==> config.mk <==
export PLATFORM = sky130hd
export DESIGN_NAME = nibble_bus_master_interface
export DESIGN_NICKNAME = d
export VERILOG_FILES = /design/src/hdl/nibble_bus_pkg.sv /design/src/hdl/pin_sync.sv /design/src/hdl/nibble_bus_master_interface.sv
export VERILOG_INCLUDE_DIRS = /design/src /design/src/hdl
export SDC_FILE = /design/constraint.sdc
export NUM_CORES = 1
export LEC_CHECK = 0
export ABC_AREA = 1
export BUFFER_PORTS_ARGS = -buffer_cell sky130_fd_sc_hd__buf_4
export CORE_UTILIZATION = 49
export CTS_BUF_LIST = sky130_fd_sc_hd__clkbuf_16
export DETAILED_ROUTE_END_ITERATION = 12
export GPL_TIMING_DRIVEN = 0
export PLACE_DENSITY = 0.84
export SYNTH_ARGS = -nofsm -noshare
export SYNTH_HDL_FRONTEND = slang
export SYNTH_SLANG_ARGS = --single-unit
==> constraint.sdc <==
create_clock -name clk_sys -period 2.12 [get_ports clk_sys]
set_input_delay 0 -clock clk_sys [delete_from_list [all_inputs] [get_ports clk_sys]]
set_output_delay 0 -clock clk_sys [all_outputs]
set_load 0.01 [all_outputs]
==> src/hdl/nibble_bus_cfg.svh <==
// Constants for the nibble bus master: timing, command codes, vectors.
`ifndef NIBBLE_BUS_CFG_SVH
`define NIBBLE_BUS_CFG_SVH

// Clock and strobe timing
`define CLK_SYS_HZ 200000000
`define STROBE_HZ 640000
`define STROBE_HALF_CYC ((`CLK_SYS_HZ / `STROBE_HZ) / 2)

// Bus geometry
`define NIBBLE_W 4
`define ADDR_NIBBLES 5
`define MAX_WORD_NIBBLES 16
`define SENSE_LINES 16
`define DRIVE_LINES 12
`define SENSE_KEY_ON_BIT 15
`define SENSE_GENERAL_ONLY_BIT 14

// Command nibbles sent with command_data_select low
`define CMD_LOAD_CODE_PTR 4'h4
`define CMD_LOAD_DATA_PTR 4'h5
`define CMD_READ 4'h3
`define CMD_WRITE 4'h2

// Module interrupt entry point
`define INT_VECTOR 20'h0000f

// Reset values
`define DRIVE_LINES_RST 12'h000
`define IDLE_NIBBLE 4'h0

`endif

==> src/hdl/nibble_bus_pkg.sv <==
// Types for the nibble bus master.
package nibble_bus_pkg;

  typedef enum logic [2:0] {
    ST_IDLE = 3'b000,
    ST_CMD = 3'b001,
    ST_ADDR = 3'b010,
    ST_DATA = 3'b011,
    ST_HALT = 3'b100
  } bus_state_t;

  typedef enum logic [1:0] {
    XFER_LOAD_CODE = 2'b00,
    XFER_LOAD_DATA = 2'b01,
    XFER_READ = 2'b10,
    XFER_WRITE = 2'b11
  } xfer_kind_t;

endpackage

==> src/hdl/pin_sync.sv <==
// Three-stage pin synchroniser with agreement filter, one per bit.
`timescale 1ns/100ps
module pin_sync #(
  parameter int WIDTH = 1,
  parameter logic [WIDTH-1:0] RST_VAL = '0
) (
  input wire logic clk_sys,
  input wire logic arst_n,
  input wire logic [WIDTH-1:0] pin_in,
  output logic [WIDTH-1:0] level_q
);

  genvar i;
  generate
    for (i = 0; i < WIDTH; i = i + 1) begin : g_bit
      logic s1_q;
      logic s2_q;
      logic s3_q;
      // First stage is read only by the second
      always_ff @(posedge clk_sys or negedge arst_n) begin
        if (!arst_n) begin
          s1_q <= RST_VAL[i];
          s2_q <= RST_VAL[i];
          s3_q <= RST_VAL[i];
        end else begin
          s1_q <= pin_in[i];
          s2_q <= s1_q;
          s3_q <= s2_q;
        end
      end
      // A change counts once stages two and three agree
      always_ff @(posedge clk_sys or negedge arst_n) begin
        if (!arst_n) begin
          level_q[i] <= RST_VAL[i];
        end else if (s2_q == s3_q) begin
          level_q[i] <= s3_q;
        end
      end
    end
  endgenerate

endmodule

==> src/hdl/nibble_bus_master_interface.sv <==
// Bus-master end of the four-bit multiplexed nibble bus.
`timescale 1ns/100ps
`include "nibble_bus_cfg.svh"

// Function
// RULE1 - four shared nibble lines plus two controls
// RULE2 - address goes out as five nibbles
// RULE3 - words of up to sixteen nibbles
// RULE4 - active-low strobe marks valid bus contents
// RULE5 - command driven after strobe fall, select low
// RULE6 - partners latch command on strobe rise
// RULE7 - select high for data, low for command
// RULE8 - interrupt on module line low or sense high
// RULE9 - module interrupt enters at address 0000f
// RULE10 - halt finishes transfer then releases bus
// RULE11 - external master may use bus while halted
// RULE12 - sense line fourteen is general input only
// RULE13 - twelve drive lines: keys, ports, beeper
// RULE14 - strobe timed from about 640 kHz
// RULE15 - load-pointer command then five address nibbles
// RULE16 - partners stream nibbles and bump pointers
// RULE17 - data nibbles use same strobe edges
module nibble_bus_master_interface (
  input wire logic clk_sys,
  input wire logic arst_n,
  // Transfer request side
  input wire logic req_valid,
  output logic req_ready,
  input wire nibble_bus_pkg::xfer_kind_t req_kind,
  input wire logic [19:0] req_addr,
  input wire logic [3:0] req_last,
  input wire logic [63:0] req_wdata,
  output logic done_pulse,
  output logic [63:0] rdata_q,
  // Interrupt side
  output logic int_take,
  output logic int_from_module,
  output logic [19:0] int_vector,
  output logic key_hit,
  output logic [15:0] sense_level,
  // Output register side
  input wire logic drive_we,
  input wire logic [11:0] drive_wdata,
  output logic [11:0] output_drive_lines,
  // Pins
  input wire logic [3:0] nibble_lines_in,
  output logic [3:0] nibble_lines_out,
  output logic nibble_lines_oe_n,
  output logic bus_clock_pulse_n,
  output logic bus_clock_pulse_oe_n,
  output logic command_data_select,
  output logic command_data_select_oe_n,
  input wire logic module_int_n,
  input wire logic halt,
  input wire logic [15:0] input_sense_lines,
  output logic halted
);
  import nibble_bus_pkg::*;

  localparam logic [8:0] HALF_CYC = 9'(`STROBE_HALF_CYC);
  localparam logic [2:0] ADDR_LAST = 3'(`ADDR_NIBBLES - 1);

  bus_state_t state_q;
  logic [8:0] div_q;
  logic strobe_q;
  logic fall_tick;
  logic rise_tick;
  logic pend_q;
  xfer_kind_t kind_q;
  logic [19:0] addr_q;
  logic [3:0] last_q;
  logic [63:0] wdata_q;
  logic [3:0] cnt_q;
  logic [3:0] nib_q;
  logic cd_q;
  logic int_busy_q;
  logic [3:0] bus_in_s;
  logic mod_int_n_s;
  logic halt_s;
  logic [15:0] sense_s;
  logic int_any;
  logic is_load;

  ////////////////////////////////////////////////////////////////
  // Pin synchronisers
  pin_sync #(.WIDTH(22), .RST_VAL(22'h100000)) u_sync (
    .clk_sys(clk_sys),
    .arst_n(arst_n),
    .pin_in({halt, module_int_n, input_sense_lines, nibble_lines_in}),
    .level_q({halt_s, mod_int_n_s, sense_s, bus_in_s})
  );

  ////////////////////////////////////////////////////////////////
  // Strobe divider; frozen while halted so the line is truly free
  always_ff @(posedge clk_sys or negedge arst_n) begin
    if (!arst_n) begin
      div_q <= 9'h000;
      strobe_q <= 1'b1;
    end else if (state_q == ST_HALT) begin
      div_q <= 9'h000;
      strobe_q <= 1'b1;
    end else if (div_q == HALF_CYC - 9'h001) begin
      div_q <= 9'h000;
      strobe_q <= ~strobe_q; // RULE14
    end else begin
      div_q <= div_q + 9'h001;
    end
  end

  assign fall_tick = (div_q == HALF_CYC - 9'h001) && strobe_q && (state_q != ST_HALT);
  assign rise_tick = (div_q == HALF_CYC - 9'h001) && !strobe_q && (state_q != ST_HALT);

  ////////////////////////////////////////////////////////////////
  // Request capture; one transfer held at a time
  assign req_ready = (state_q == ST_IDLE) && !pend_q && !halt_s;
  assign is_load = (kind_q == XFER_LOAD_CODE) || (kind_q == XFER_LOAD_DATA);

  always_ff @(posedge clk_sys or negedge arst_n) begin
    if (!arst_n) begin
      pend_q <= 1'b0;
      kind_q <= XFER_READ;
      addr_q <= 20'h00000;
      last_q <= 4'h0;
      wdata_q <= 64'h0;
    end else if (req_valid && req_ready) begin
      pend_q <= 1'b1;
      kind_q <= req_kind;
      addr_q <= req_addr;
      last_q <= req_last; // RULE3
      wdata_q <= req_wdata;
    end else if (fall_tick && state_q == ST_IDLE && pend_q && !int_any) begin
      pend_q <= 1'b0;
    end
  end

  ////////////////////////////////////////////////////////////////
  // Interrupt sources; line fourteen is not a key
  assign int_any = (!mod_int_n_s || (|sense_s)) && !int_busy_q; // RULE8
  assign key_hit = |(sense_s & ~(16'h0001 << `SENSE_GENERAL_ONLY_BIT)); // RULE12
  assign sense_level = sense_s;
  assign int_vector = `INT_VECTOR; // RULE9

  // Taken only between transfers; rearms once every source is quiet
  always_ff @(posedge clk_sys or negedge arst_n) begin
    if (!arst_n) begin
      int_take <= 1'b0;
      int_from_module <= 1'b0;
      int_busy_q <= 1'b0;
    end else begin
      int_take <= 1'b0;
      if (fall_tick && state_q == ST_IDLE && !halt_s && int_any) begin
        int_take <= 1'b1; // RULE9
        int_from_module <= !mod_int_n_s;
        int_busy_q <= 1'b1;
      end else if (mod_int_n_s && !(|sense_s)) begin
        int_busy_q <= 1'b0;
      end
    end
  end

  ////////////////////////////////////////////////////////////////
  // Transfer sequencer; new nibble and select change on strobe fall
  always_ff @(posedge clk_sys or negedge arst_n) begin
    if (!arst_n) begin
      state_q <= ST_IDLE;
      cnt_q <= 4'h0;
      nib_q <= `IDLE_NIBBLE;
      cd_q <= 1'b1;
      done_pulse <= 1'b0;
    end else begin
      done_pulse <= 1'b0;
      case (state_q)
        ST_IDLE: begin
          if (halt_s && !pend_q) begin
            state_q <= ST_HALT; // RULE10
          end else if (fall_tick && pend_q && !int_any) begin
            state_q <= ST_CMD;
            cd_q <= 1'b0; // RULE5
            case (kind_q)
              XFER_LOAD_CODE: nib_q <= `CMD_LOAD_CODE_PTR; // RULE15
              XFER_LOAD_DATA: nib_q <= `CMD_LOAD_DATA_PTR;
              XFER_READ: nib_q <= `CMD_READ;
              default: nib_q <= `CMD_WRITE;
            endcase
          end
        end
        ST_CMD: begin
          if (fall_tick) begin
            cd_q <= 1'b1; // RULE7
            cnt_q <= 4'h0;
            if (is_load) begin
              state_q <= ST_ADDR;
              nib_q <= addr_q[3:0]; // RULE2
            end else begin
              state_q <= ST_DATA;
              nib_q <= (kind_q == XFER_WRITE) ? wdata_q[3:0] : `IDLE_NIBBLE; // RULE17
            end
          end
        end
        ST_ADDR: begin
          if (fall_tick) begin
            if (cnt_q[2:0] == ADDR_LAST) begin
              state_q <= ST_IDLE;
              nib_q <= `IDLE_NIBBLE;
              done_pulse <= 1'b1;
            end else begin
              cnt_q <= cnt_q + 4'h1;
              nib_q <= addr_q[{cnt_q[2:0] + 3'h1, 2'b00} +: 4]; // RULE2
            end
          end
        end
        ST_DATA: begin
          if (fall_tick) begin
            if (cnt_q == last_q) begin
              state_q <= ST_IDLE;
              nib_q <= `IDLE_NIBBLE;
              done_pulse <= 1'b1;
            end else begin
              cnt_q <= cnt_q + 4'h1;
              nib_q <= wdata_q[{cnt_q + 4'h1, 2'b00} +: 4]; // RULE17
            end
          end
        end
        ST_HALT: begin
          if (!halt_s) begin
            state_q <= ST_IDLE;
          end
        end
        default: begin
          state_q <= ST_IDLE;
        end
      endcase
    end
  end

  ////////////////////////////////////////////////////////////////
  // Read capture on strobe rise, when partner data has settled
  always_ff @(posedge clk_sys or negedge arst_n) begin
    if (!arst_n) begin
      rdata_q <= 64'h0;
    end else if (rise_tick && state_q == ST_DATA && kind_q == XFER_READ) begin
      rdata_q[{cnt_q, 2'b00} +: 4] <= bus_in_s; // RULE17
    end
  end

  ////////////////////////////////////////////////////////////////
  // Output register lines
  always_ff @(posedge clk_sys or negedge arst_n) begin
    if (!arst_n) begin
      output_drive_lines <= `DRIVE_LINES_RST;
    end else if (drive_we) begin
      output_drive_lines <= drive_wdata; // RULE13
    end
  end

  ////////////////////////////////////////////////////////////////
  // Pin drive; strobe, select and nibble lines float while halted for an outside master
  assign bus_clock_pulse_n = strobe_q; // RULE4
  assign command_data_select = cd_q;
  assign nibble_lines_out = nib_q; // RULE1
  assign halted = (state_q == ST_HALT); // RULE11
  assign bus_clock_pulse_oe_n = halted; // RULE10
  assign command_data_select_oe_n = halted;
  assign nibble_lines_oe_n = halted || (state_q == ST_DATA && kind_q == XFER_READ);

  ////////////////////////////////////////////////////////////////
  // Checks
  property p_cmd_select_low;
    @(posedge clk_sys) disable iff (!arst_n)
    (state_q == ST_CMD) |-> (!command_data_select && !nibble_lines_oe_n);
  endproperty
  a_cmd_select_low: assert property (p_cmd_select_low) else $error("select not low in command"); // RULE5

  property p_data_select_high;
    @(posedge clk_sys) disable iff (!arst_n)
    (state_q == ST_ADDR || state_q == ST_DATA) |-> command_data_select;
  endproperty
  a_data_select_high: assert property (p_data_select_high) else $error("select low in data"); // RULE7

  property p_halt_release;
    @(posedge clk_sys) disable iff (!arst_n)
    halted |-> (nibble_lines_oe_n && bus_clock_pulse_oe_n && command_data_select_oe_n);
  endproperty
  a_halt_release: assert property (p_halt_release) else $error("bus driven while halted"); // RULE10

  property p_strobe_period;
    @(posedge clk_sys) disable iff (!arst_n)
    ($changed(bus_clock_pulse_n) && !halted && !$past(halted)) |-> ($past(div_q) == HALF_CYC - 9'h001);
  endproperty
  a_strobe_period: assert property (p_strobe_period) else $error("strobe half period wrong"); // RULE14

  property p_five_addr;
    @(posedge clk_sys) disable iff (!arst_n)
    (state_q == ST_ADDR && fall_tick && cnt_q == 4'h4) |=> (state_q == ST_IDLE && done_pulse);
  endproperty
  a_five_addr: assert property (p_five_addr) else $error("address not five nibbles"); // RULE2

  property p_change_on_fall;
    @(posedge clk_sys) disable iff (!arst_n)
    ($changed(nibble_lines_out) || $changed(command_data_select)) |-> $past(fall_tick);
  endproperty
  a_change_on_fall: assert property (p_change_on_fall) else $error("bus changed off strobe fall"); // RULE17

  property p_word_len;
    @(posedge clk_sys) disable iff (!arst_n)
    (state_q == ST_DATA) |-> (cnt_q <= last_q);
  endproperty
  a_word_len: assert property (p_word_len) else $error("word overran length"); // RULE3

  property p_int_idle;
    @(posedge clk_sys) disable iff (!arst_n)
    int_take |-> ($past(state_q) == ST_IDLE && int_vector == `INT_VECTOR);
  endproperty
  a_int_idle: assert property (p_int_idle) else $error("interrupt taken mid transfer"); // RULE9

  property p_drive_write;
    @(posedge clk_sys) disable iff (!arst_n)
    drive_we |=> (output_drive_lines == $past(drive_wdata));
  endproperty
  a_drive_write: assert property (p_drive_write) else $error("drive lines not updated"); // RULE13

endmodule

==> metrics.csv <==
stage,metric,value,unit
outcome,status,finished clean,
synthesis,synth_enable_flop_cells,0,
power_and_ir_drop,p_leak,8.45,nW
synthesis,synthMuxAreaShare,5.04,%
power_and_ir_drop,design_power_total,11.2,mW
global_route,grt_util_met2,48.3,%
synthesis,syn-cell-area,11600,um2
sta,final-hold-violation-count,0,
synthesis,synth_most_common_cell,dfrtp_1,
clocking,clock_path_buffers,3,
finish,fillCellCount,1546,
synthesis,syn_area_per_cell,9.89,um2
synthesis,synth_area_leaders,"dfrtp_1 (59%), nand2_1 (7.1%), mux2_2 (5.0%), inv_1 (4.3%), nor2_1 (3.8%)",
global_route,antenna_found_initial,0,
die,io_pins,255,
route,vias,10038,
place,gp_congestion,0.926,
synthesis,synthAdderAreaFrac,3.08,%
route,via_per_inst,5.17,
die,initial_utilization,50.7,%
synthesis,yosysWarnings,0,
synthesis,synth_xor_area_share,0.528,%
synthesis,seq_area_frac_synth,60.6,%
synthesis,yosysTopAreaCell,dfrtp_1,
finish,area_delta_synth_final,42.2,%
synthesis,synth_top_area_share,59.1,%
synthesis,synth_top_family_by_area,simple AND/OR/NAND/NOR gates,
die,dieHeight,156,um
sta,slew-limit-headroom,39.8,%
route,drc,0,
worst_setup_path,startpoint_type,register,
worst_setup_path,path_cells,"nor2_4, inv_1, nor4_4, nand2_2, buf_6, buf_2, nor2_2, a21oi_1",
finish,fin_cells,1940,
clocking,cts_tree,built,
global_route,grt_pass1_wl,53.2,mm
finish,n_antenna_cell,0,
synthesis,synth_cell_types,36,
clocking,root_buffer,clkbuf_16,
power_and_ir_drop,power.density,677,nW/um2
synthesis,synthSimpleGateAreaFrac,15.7,%
power_and_ir_drop,ir_drop,0.675,mV
finish,final_area,16500,um2
sta,fin_crit,2.06,ns
place,place_area,13900,um2
global_route,grt-busiest-layer,met2,
worst_setup_path,cpPeakStageDelay,0.45,ns
worst_setup_path,path_class,reg -> reg,
sta,finalSetupTns,0,ns
sta,worst_pin_slew,0.904,ns
die,die_w,156,um
clocking,cts-buffers-inserted,29,
sta,rsz0062_at_grt,yes,
route,drtPass1Iterations,5,
route,drt-initial-drc-count,666,
clocking,cts.sinks,281,
run,drv_cap,0,
worst_setup_path,cpMaxStageDelayCell,dfrtp_2,
place,dp_hpwl,21.3,mm
worst_setup_path,crit_path_end_kind,register,
sta,slew_violations,0,
hold_path,hp-class,in -> reg,
sta,holdWs,0.0921,ns
place,portBuffers,234,
synthesis,async_reset_ff_share,100,%
sta,fmax,0.485,GHz
global_route,grt_max_degree,119,
die,core,22900,um2
die,die-area,24300,um2
sta,fin_crit_sh,97.3,%
global_route,first_global_vias,10454,
sta,fin_skew,0.0249,ns
clocking,clkLatencyLatePin,0.56,ns
clocking,h-tree-depth,1,
worst_setup_path,critical_path_required,2.54,ns
route,wire_per_inst,17.4,um
worst_setup_path,cp.arrival,2.48,ns
global_route,globalRouteOverflowTotal,0,
clocking,path_clk_slew,0.06,ns
global_route,grt_usage,28.2,%
global_route,use_met3,5.22,%
synthesis,ys_seq_elements,281,
sta,setup_viol,0,
synthesis,ys_dominant_reg_cell,dfrtp_1,
route,wl,33.8,mm
synthesis,synthTopCellsByCount,"dfrtp_1 (274), nand2_1 (220), inv_1 (134), nor2_1 (118), o21ai_0 (77)",
synthesis,synth_compound_area_share,7.81,%
finish,finalNetCount,1743,
route,ant_nets,0,
place,dp.cells,1741,
synthesis,syn_inst,1174,
global_route,grt_use_met1,34.2,%
finish,drive_gt1_share,28.7,%
worst_setup_path,worstPathMaxFanout,10,
die,placementRows,55,
-- kinds of logic after synthesis --
family                   Yosys count
AO/OA/AOI/OAI                    170
other                              2
XOR/XNOR                           7
flip-flops                       281
buffers and inverters            193
adder cells (fa/ha/maj)           33
multiplexers                      52
AND/OR/NAND/NOR                  436
-- through the flow --
step | util [%] | setup slack (ns)
2_1_floorplan | - | 0.00874
3_3_place_gp | 60.4 | -1.23
3_5_place_dp | 60.6 | -0.704
4_1_cts | 71.1 | 0.0195
5_1_grt | 72.1 | -0.0658
6_report | 72.1 | 0.0565
-- path summary, 6_finish.rpt --
path / startpoint / end / slack [ns] / depth (start not counted)
max in group asynchronous: arst_n / u_sync.g_bit[20].s3_q / 1.04 / 3
worst min register to register: u_sync.g_bit[8].s1_q / u_sync.g_bit[8].s2_q / 0.35 / 0
worst max-delay path: state_q[1] / wdata_q[47] / 0.06 / 8
min in group asynchronous: arst_n / wdata_q[20] / 0.13 / 2
worst min-delay path: input_sense_lines[3] / u_sync.g_bit[7].s1_q / 0.09 / 2
worst max register to register: state_q[1] / wdata_q[47] / 0.06 / 8
-- critical path: cells and delay by family, from the launching register on --
kind,cells,cell delay (ns)
compound gates,1,0.08
buf+inv,3,0.52
flops,1,0.45
simple gates,4,0.87
-- layout by cell type (no fill, tap or decap), types with 16 or more instances in the layout --
cell type,synthesis,layout
buf_4,22,273
dfrtp_1,274,271
nand2_1,220,212
inv_1,134,132
dlygate4sd3_1,0,127
nor2_1,118,107
o21ai_0,77,72
a21oi_1,70,70
nand3_1,67,58
mux2_2,52,52
clkbuf_16,0,30
maj3_1,22,22
conb_1,2,20
o211ai_1,18,18
buf_2,20,16
-- layout make-up --
class,count,area (um2),area share [%]
clock buffer,29,726,4.39
multi-input combinational,718,4010,24.3
timing repair buffer,381,3230,19.6
tap,313,392,2.37
clock inverter,25,173,1.05
inverter,137,531,3.21
buffer,56,403,2.44
sequential,281,7040,42.7
-- registers in the layout, indices dropped and copies added (netlist names) --
signal	flops
wdata_q	64
int_busy_q	1
kind_q	2
done_pulse	1
cnt_q	4
addr_q	20
int_from_module	1
u_sync.g_bit.s2_q	22
pend_q	1
int_take	1
u_sync.g_bit.s1_q	22
u_sync.g_bit.s3_q	22
last_q	4
output_drive_lines	12
bus_clock_pulse_n	1
rdata_q	64
u_sync.level_q	22
state_q	3
div_q	9
nibble_lines_out	4
command_data_select	1
-- report_power, final --
| group | total, mW | switching [mW] | internal, mW |
|---|---|---|---|
| registers | 5.59 | 0.0888 | 5.50 |
| clock network | 4.82 | 2.09 | 2.73 |
| logic | 0.777 | 0.321 | 0.456 |
-- what timing repair did --
| action | in CTS | in global routing |
|---|---|---|
| endpoints found under the hold margin | 240 | 0 |
| gates cloned | 0 | 1 |
| gates resized for setup | 44 | 53 |
| hold buffers | 127 | 0 |
| pin swaps | 5 | 15 |
| setup buffers | 5 | 12 |
| endpoints found under the setup margin | 97 | 99 |
-- metal layers --
metal | up-vias | wire, um
li1 | 4613 | -
met1 | 4813 | 13100
met2 | 480 | 16700
met3 | 132 | 2410
met4 | 0 | 1530
met5 | - | 0
(Power assumes the default switching activity.)
